--- config.mk ---
export PLATFORM = sky130hd
export DESIGN_NAME = qdac_serial_update
export DESIGN_NICKNAME = d
export VERILOG_FILES = /design/src/hdl/qdac_serial_update.v
export VERILOG_INCLUDE_DIRS = /design/src /design/src/hdl
export SDC_FILE = /design/constraint.sdc
export NUM_CORES = 1
export LEC_CHECK = 0
export BUFFER_PORTS_ARGS = -buffer_cell sky130_fd_sc_hd__buf_2
export CAP_MARGIN = 0
export CORE_MARGIN = 2
export CORE_UTILIZATION = 63
export DETAILED_ROUTE_END_ITERATION = 10
export PLACE_DENSITY_LB_ADDON = 0.12
export RECOVER_POWER = 100
export SLEW_MARGIN = 10
export SYNTH_ARGS = -nofsm -noshare
export SYNTH_HDL_FRONTEND = slang
export SYNTH_SLANG_ARGS = --single-unit
--- constraint.sdc ---
create_clock -name i_ref_clk -period 7.5 [get_ports i_ref_clk]
set_input_delay 0.75 -clock i_ref_clk [delete_from_list [all_inputs] [get_ports i_ref_clk]]
set_output_delay 0.75 -clock i_ref_clk [all_outputs]
set_load 0.05 [all_outputs]
--- src/hdl/qdac_map.vh ---
// Constants for the quad converter serial update logic
// What this block does
// - A 16-bit shift register receives the channel select, update mode, power-down and code.
// - The two mode bits choose between writing a holding register only, updating one output, updating all four outputs at once, or power-down.
// - After reset every channel output is zero until the first complete update-one or update-all write; hold and power-down words leave the outputs alone.
// - A power-down word with a nonzero select field powers the outputs down with one of three output terminations.
// - While frame sync is low, each of the first sixteen falling serial clock edges shifts one data bit in.
// - The shift register runs only while frame sync is low; other clock edges are ignored.
// - The sixteenth falling serial clock edge of a frame applies the received word.
// - Frame sync rising after at least one but before the sixteenth edge aborts the frame and drops the partial word.
`ifndef QDAC_MAP_VH
`define QDAC_MAP_VH

// ==========================================================
// Word layout
`define QDAC_WORD_W 16
`define QDAC_CODE_W 12
`define QDAC_SEL_MSB 15
`define QDAC_SEL_LSB 14
`define QDAC_MODE_MSB 13
`define QDAC_MODE_LSB 12
`define QDAC_CODE_MSB 11
`define QDAC_CODE_LSB 0
`define QDAC_NUM_CH 4

// ==========================================================
// Frame bit counter
`define QDAC_CNT_W 5
`define QDAC_CNT_ZERO 5'h00
`define QDAC_CNT_ONE 5'h01
`define QDAC_CNT_LAST 5'h0f
`define QDAC_CNT_DONE 5'h10

// ==========================================================
// Update modes
`define QDAC_MODE_HOLD 2'h0
`define QDAC_MODE_UPD_ONE 2'h1
`define QDAC_MODE_UPD_ALL 2'h2
`define QDAC_MODE_PWR_DOWN 2'h3

// ==========================================================
// Power-down terminations, carried in the select field
`define QDAC_TERM_NONE 2'h0
`define QDAC_TERM_1K 2'h1
`define QDAC_TERM_100K 2'h2
`define QDAC_TERM_HIZ 2'h3

// ==========================================================
// Reset values
`define QDAC_CODE_RST 12'h000
`define QDAC_WORD_RST 16'h0000
`define QDAC_SYNC_RST 3'h7
`define QDAC_SCLK_RST 3'h0
`define QDAC_DIN_RST 2'h0
`define QDAC_PD_RST 1'h0
`define QDAC_PULSE_RST 1'h0

`endif

--- src/hdl/qdac_serial_update.v ---
// Serial word receiver and channel update logic of the quad converter
`timescale 1ns/1ps
`include "qdac_map.vh"

module qdac_serial_update #(
    parameter WORD_W = `QDAC_WORD_W,
    parameter CODE_W = `QDAC_CODE_W
) (
    // Clock and reset
    input wire i_ref_clk,
    input wire i_rst_n,
    // Serial link pins
    input wire i_sync_n,
    input wire i_sclk,
    input wire i_din,
    // Channel codes
    output wire [CODE_W-1:0] o_channel_a_output,
    output wire [CODE_W-1:0] o_channel_b_output,
    output wire [CODE_W-1:0] o_channel_c_output,
    output wire [CODE_W-1:0] o_channel_d_output,
    // Power state
    output wire o_power_down,
    output wire [1:0] o_term_sel,
    // Frame events
    output wire o_word_strobe,
    output wire o_frame_abort
);

    // A pin edge reaches the frame logic two reference clocks after it
    // happens; a word is applied one clock after its sixteenth falling edge
    // is seen, and o_word_strobe rises together with the new outputs.
    localparam NUM_CH = `QDAC_NUM_CH;

    // ==========================================================
    // Decoding
    // One-hot select of the addressed channel
    function [3:0] qdac_onehot;
        input [1:0] sel;
        begin
            qdac_onehot = 4'h0;
            qdac_onehot[sel] = 1'b1;
        end
    endfunction

    // True when a mode field carries the given update mode
    function qdac_mode_is;
        input [1:0] mode;
        input [1:0] code;
        begin
            qdac_mode_is = (mode == code);
        end
    endfunction

    // ==========================================================
    // Pin synchronisers
    // Stage 0 feeds only stage 1; stage 2 is the previous value for edge detection
    // Each link clock phase must last at least one reference clock or an edge
    // is lost, which caps the usable link clock well below the reference clock.
    // Data passes the same depth as the link clock, so the bit read at a falling
    // edge is the one the pin held when that edge arrived.
    reg [2:0] sync_n_q;
    reg [2:0] sclk_q;
    reg [1:0] din_q;

    always @(posedge i_ref_clk or negedge i_rst_n) begin
        if (!i_rst_n) begin
            sync_n_q <= `QDAC_SYNC_RST;
            sclk_q <= `QDAC_SCLK_RST;
            din_q <= `QDAC_DIN_RST;
        end else begin
            sync_n_q <= {sync_n_q[1:0], i_sync_n};
            sclk_q <= {sclk_q[1:0], i_sclk};
            din_q <= {din_q[0], i_din};
        end
    end

    wire sync_low = ~sync_n_q[1];
    wire sync_rise = sync_n_q[1] & ~sync_n_q[2];
    wire sclk_fall = sclk_q[2] & ~sclk_q[1];
    wire din_bit = din_q[1];

    // ==========================================================
    // Shift register and bit counter
    reg [WORD_W-1:0] shift_q;
    reg [WORD_W-1:0] shift_d;
    reg [`QDAC_CNT_W-1:0] cnt_q;
    reg [`QDAC_CNT_W-1:0] cnt_d;
    reg apply_d;
    reg abort_d;

    always @* begin
        shift_d = shift_q;
        cnt_d = cnt_q;
        apply_d = 1'b0;
        abort_d = 1'b0;
        if (!sync_low) begin
            // Frame ended; a short frame is dropped
            cnt_d = `QDAC_CNT_ZERO;
            // A frame that never clocked a bit ends without an abort pulse
            if (sync_rise && cnt_q != `QDAC_CNT_DONE && cnt_q != `QDAC_CNT_ZERO) begin
                abort_d = 1'b1;
            end
        end else if (sclk_fall && cnt_q != `QDAC_CNT_DONE) begin
            // The count stops at sixteen, so later edges of the same frame do nothing
            // MSB arrives first and ends at the top
            shift_d = {shift_q[WORD_W-2:0], din_bit};
            cnt_d = cnt_q + `QDAC_CNT_ONE;
            if (cnt_q == `QDAC_CNT_LAST) begin
                apply_d = 1'b1;
            end
        end
    end

    always @(posedge i_ref_clk or negedge i_rst_n) begin
        if (!i_rst_n) begin
            shift_q <= `QDAC_WORD_RST;
            cnt_q <= `QDAC_CNT_ZERO;
        end else begin
            shift_q <= shift_d;
            cnt_q <= cnt_d;
        end
    end

    // ==========================================================
    // Word fields
    // Taken from the next-state word so that the sixteenth bit is included
    wire [1:0] w_sel = shift_d[`QDAC_SEL_MSB:`QDAC_SEL_LSB];
    wire [1:0] w_mode = shift_d[`QDAC_MODE_MSB:`QDAC_MODE_LSB];
    wire [CODE_W-1:0] w_code = shift_d[`QDAC_CODE_MSB:`QDAC_CODE_LSB];
    wire [3:0] w_hit = qdac_onehot(w_sel);

    wire is_pwr = qdac_mode_is(w_mode, `QDAC_MODE_PWR_DOWN);
    wire is_all = qdac_mode_is(w_mode, `QDAC_MODE_UPD_ALL);
    wire is_one = qdac_mode_is(w_mode, `QDAC_MODE_UPD_ONE);

    // ==========================================================
    // Holding and output registers, one pair per channel
    // In update-all mode every other output loads its holding register and the addressed one takes the new code,
    // so codes written earlier with the hold mode appear on all outputs at once
    wire [CODE_W*NUM_CH-1:0] out_bus;

    genvar ch;
    generate
        for (ch = 0; ch < NUM_CH; ch = ch + 1) begin : g_chan
            reg [CODE_W-1:0] hold_q;
            reg [CODE_W-1:0] out_q;
            // Every mode but power-down writes the addressed holding register
            wire wr_hold = apply_d && !is_pwr && w_hit[ch];
            wire ld_all = apply_d && is_all;
            wire ld_one = apply_d && is_one && w_hit[ch];

            always @(posedge i_ref_clk or negedge i_rst_n) begin
                if (!i_rst_n) begin
                    hold_q <= `QDAC_CODE_RST;
                    out_q <= `QDAC_CODE_RST;
                end else begin
                    if (wr_hold) begin
                        hold_q <= w_code;
                    end
                    if (ld_all) begin
                        // All outputs move together; the addressed one takes the new code
                        out_q <= w_hit[ch] ? w_code : hold_q;
                    end else if (ld_one) begin
                        out_q <= w_code;
                    end
                end
            end

            assign out_bus[ch*CODE_W +: CODE_W] = out_q;
        end
    endgenerate

    assign o_channel_a_output = out_bus[0*CODE_W +: CODE_W];
    assign o_channel_b_output = out_bus[1*CODE_W +: CODE_W];
    assign o_channel_c_output = out_bus[2*CODE_W +: CODE_W];
    assign o_channel_d_output = out_bus[3*CODE_W +: CODE_W];

    // ==========================================================
    // Power-down state
    reg pd_q;
    reg [1:0] term_q;

    always @(posedge i_ref_clk or negedge i_rst_n) begin
        if (!i_rst_n) begin
            pd_q <= `QDAC_PD_RST;
            term_q <= `QDAC_TERM_NONE;
        end else if (apply_d) begin
            if (is_pwr) begin
                // A power-down word without a termination leaves the state alone
                if (w_sel != `QDAC_TERM_NONE) begin
                    pd_q <= 1'b1;
                    term_q <= w_sel;
                end
            end else if (is_one || is_all) begin
                // An output update wakes the outputs
                pd_q <= 1'b0;
                term_q <= `QDAC_TERM_NONE;
            end
        end
    end

    assign o_power_down = pd_q;
    assign o_term_sel = term_q;

    // ==========================================================
    // Frame event pulses
    // Registered so that each pulse lines up with the state it reports
    reg strobe_q;
    reg abort_q;

    always @(posedge i_ref_clk or negedge i_rst_n) begin
        if (!i_rst_n) begin
            strobe_q <= `QDAC_PULSE_RST;
            abort_q <= `QDAC_PULSE_RST;
        end else begin
            strobe_q <= apply_d;
            abort_q <= abort_d;
        end
    end

    assign o_word_strobe = strobe_q;
    assign o_frame_abort = abort_q;

endmodule

==> flow_summary.json <==
{
  "status": "complete, but fails checks",
  "violations": "capacitance limit, slew limit",
  "cts_resized": 0,
  "synth_fp_nets": 456,
  "grt_pass1_vias": 3932,
  "syn_area_per_cell_um2": 12.9,
  "p_leak_nw": 3.03,
  "holdPathEnd": "sync_n_q[0]",
  "grt_overflow_total": 0,
  "ant_nets": 0,
  "hold_path_class": "primary input to register",
  "r2r_end": "g_chan[2].hold_q[11]",
  "placementRows": 34,
  "ys_warn_count": 0,
  "rsz0062_at_grt": "no",
  "htree_levels": 4,
  "finalSetupViolCount": 0,
  "track_usage_pct": 29.0,
  "dr.pass1.iters": 5,
  "ir_drop_mv": 0.155,
  "use_met3_pct": 6.47,
  "die_area_um2": 9900,
  "clockBufferDepth": 2,
  "period_needed_ns": 5.45,
  "reg2reg_from": "cnt_q[0]",
  "endpoint_kind": "register",
  "wl_per_cell_um": 21.6,
  "cts_hold_buf": 0,
  "cts_num_sinks": 130,
  "via_per_inst": 6.07,
  "drtIter0Drc": 242,
  "hpwl_um": 8390,
  "reg2reg_setup_slack_ns": 2.05,
  "busiest_layer": "met2",
  "cts_buffers": 17,
  "crit_type": "register to register",
  "dp.cells": 592,
  "worst_hold_startpoint": "i_sync_n",
  "syn-cell-area_um2": 5750,
  "hold_viol": 0,
  "design.core.area_um2": 8810,
  "clock_latency_ns": 0.53,
  "reg2reg_depth": 9,
  "area.growth.synth_to_final_pct": 13.0,
  "crit_path_start_kind": "register",
  "post-cts-setup-buffers": 0,
  "boundaryPins": 58,
  "synthDistinctLibCells": 46,
  "fin_util_pct": 73.8,
  "relSlewSlack_pct": -99.6,
  "dp_slack_ns": 3.58,
  "clk_pin_slew_worst_paths_ns": 0.06,
  "die_h_um": 99.5,
  "min_path_cells": 1,
  "skew_ns": 0.00765,
  "crit_fanout": 15,
  "yosysSeqAreaShare_pct": 56.7,
  "gp_congestion": 0.818,
  "diodes": 0,
  "root_buffer": "clkbuf_8",
  "final-max-slew-violation-count": 213,
  "drc": 0,
  "ys_seq_elements": 130,
  "cap_viol_max_count": 10,
  "nets": 514,
  "use_met1_pct": 38.5,
  "detail_route.wirelength_um": 13500,
  "max_freq_mhz": 184,
  "grt_pass1_wl_um": 21400,
  "p_per_area_nw_per_um2": 264,
  "grt_max_degree": 47,
  "fin_ws_ns": 2.05,
  "dr_total_vias": 3786,
  "fin_total_pwr_mw": 1.72,
  "cp.required_ns": 7.91,
  "synth_edf_count": 0,
  "port_buffers": 57,
  "start_util_pct": 65.3,
  "grt_use_met2_pct": 47.2,
  "antenna_found_initial": 0,
  "cts_tree": "yes",
  "fin_cells": 624,
  "dominantRegCellSynth": "dfrtp_1",
  "synthArstFlopShare_pct": 100,
  "arrival_ns": 5.86,
  "netlist_instances": 445,
  "finalCritPeriodShare_pct": 72.6,
  "worst_pin_slew_ns": 2.97,
  "drive_gt1_share_pct": 18.8,
  "die_x_um": 99.5,
  "setup_tns_ns": 0
}
## power breakdown
group,internal [mW],switching (mW)
Sequential,0.725,0.0210
Clock,0.582,0.312
Combinational,0.0227,0.0518
## Yosys cell counts, types with 2 or more instances
cell type,count,area (um^2)
dfrtp_1,127,3180
nor2_1,83,312
mux2_4,51,766
inv_1,43,161
a211oi_1,26,195
a222oi_1,12,120
a221oi_1,11,96.3
mux2_2,11,124
buf_2,9,45.0
buf_6,9,101
ha_1,6,75.1
clkbuf_1,4,15.0
nor3_4,4,65.1
and3_1,3,18.8
dfstp_2,3,78.8
nand2b_1,3,18.8
nand4_1,3,18.8
a211oi_2,2,25.0
a21oi_1,2,10.0
a32o_1,2,20.0
mux2i_1,2,20.0
nand2_1,2,7.51
nand3b_1,2,15.0
o21ai_0,2,10.0
xor2_1,2,17.5
## layout by cell type, fill, tap and decap left out, types with 2 or more instances in the layout
cell type,instances
buf_2,3
a222oi_1,12
nand2_1,4
mux2i_1,2
a211oi_1,28
dfrtp_1,127
ha_1,6
nand2b_1,3
mux2_4,45
nor3_1,4
clkinv_4,3
and3_1,3
a32o_1,2
xor2_1,2
inv_1,43
clkbuf_16,16
mux2_1,12
mux2_2,5
nand4_1,3
clkbuf_8,2
a221oi_1,11
a21oi_1,2
nor2_1,83
clkbuf_1,58
nand3b_1,2
o21ai_0,2
bufinv_16,5
clkinvlp_4,3
clkinv_2,2
dfstp_2,2
## area by class of cell
class                   instances  area, um^2
flip-flops and latches        130        3260
fillers                       609        2310
multi-input cells             249        2060
inverters                      44         168
well taps                     108         135
repair buffers                 61         236
clock buffers                  19         432
clock inverters                13         209
## per-layer routing
metal	up-vias	part of all wire (%)	wire [um]
met2	115	49	6550
met1	1963	44	5950
met3	29	4.8	644
li1	1679	-	-
met4	0	2.4	328
met5	-	0	0
## state kept, by name (all words and copies together), names as in the netlist, 2 cells and up
signal              count
o_channel_b_output     12
cnt_q                   5
sclk_q                  3
shift_q                16
o_channel_a_output     12
o_term_sel              2
g_chan.hold_q          48
din_q                   2
sync_n_q                3
o_channel_c_output     12
o_channel_d_output     12
## worst max path at each step
stage	start	endpoint	slack (ns)
2_1_floorplan	cnt_q[0]	o_channel_a_output[0]	4.61
3_3_place_gp	cnt_q[0]	o_channel_a_output[11]	3.74
3_5_place_dp	cnt_q[0]	o_channel_a_output[6]	3.58
4_1_cts	cnt_q[0]	o_channel_a_output[7]	3.43
5_1_grt	cnt_q[0]	g_chan[2].hold_q[11]	1.91
6_report	cnt_q[0]	g_chan[2].hold_q[11]	2.05
## stage by stage
stage	cell area (um^2)	hold WS (ns)
6_report	6500	0.315
5_1_grt	6500	0.310
4_1_cts	6690	0.247
3_5_place_dp	6040	0.344
3_3_place_gp	6040	0.332
2_1_floorplan	5750	0.331
## kinds of logic (layout without fill, tap and decap cells)
family                     count (synthesis)  count (layout)  synth area share (%)
buffers and inverters                     66             137                  5.72
adders and majority gates                  6               6                  1.31
DFF                                      130             130                  56.7
muxes                                     64              64                  15.8
AOI/OAI and AO/OA                         63              63                  9.29
and+or+nand+nor                          113             113                  10.7
xor gates and xnor gates                   3               3                 0.457
## critical path, stage by stage, from the launching register on
cell	delay, ns
dfrtp_1	0.43
inv_1	0.09
ha_1	0.20
nand4bb_1	0.38
nand2_1	0.69
mux2i_1	0.33
inv_1	0.12
ha_1	0.31
nor3_1	2.29
mux2_2	0.49
(Power assumes the default switching activity.)
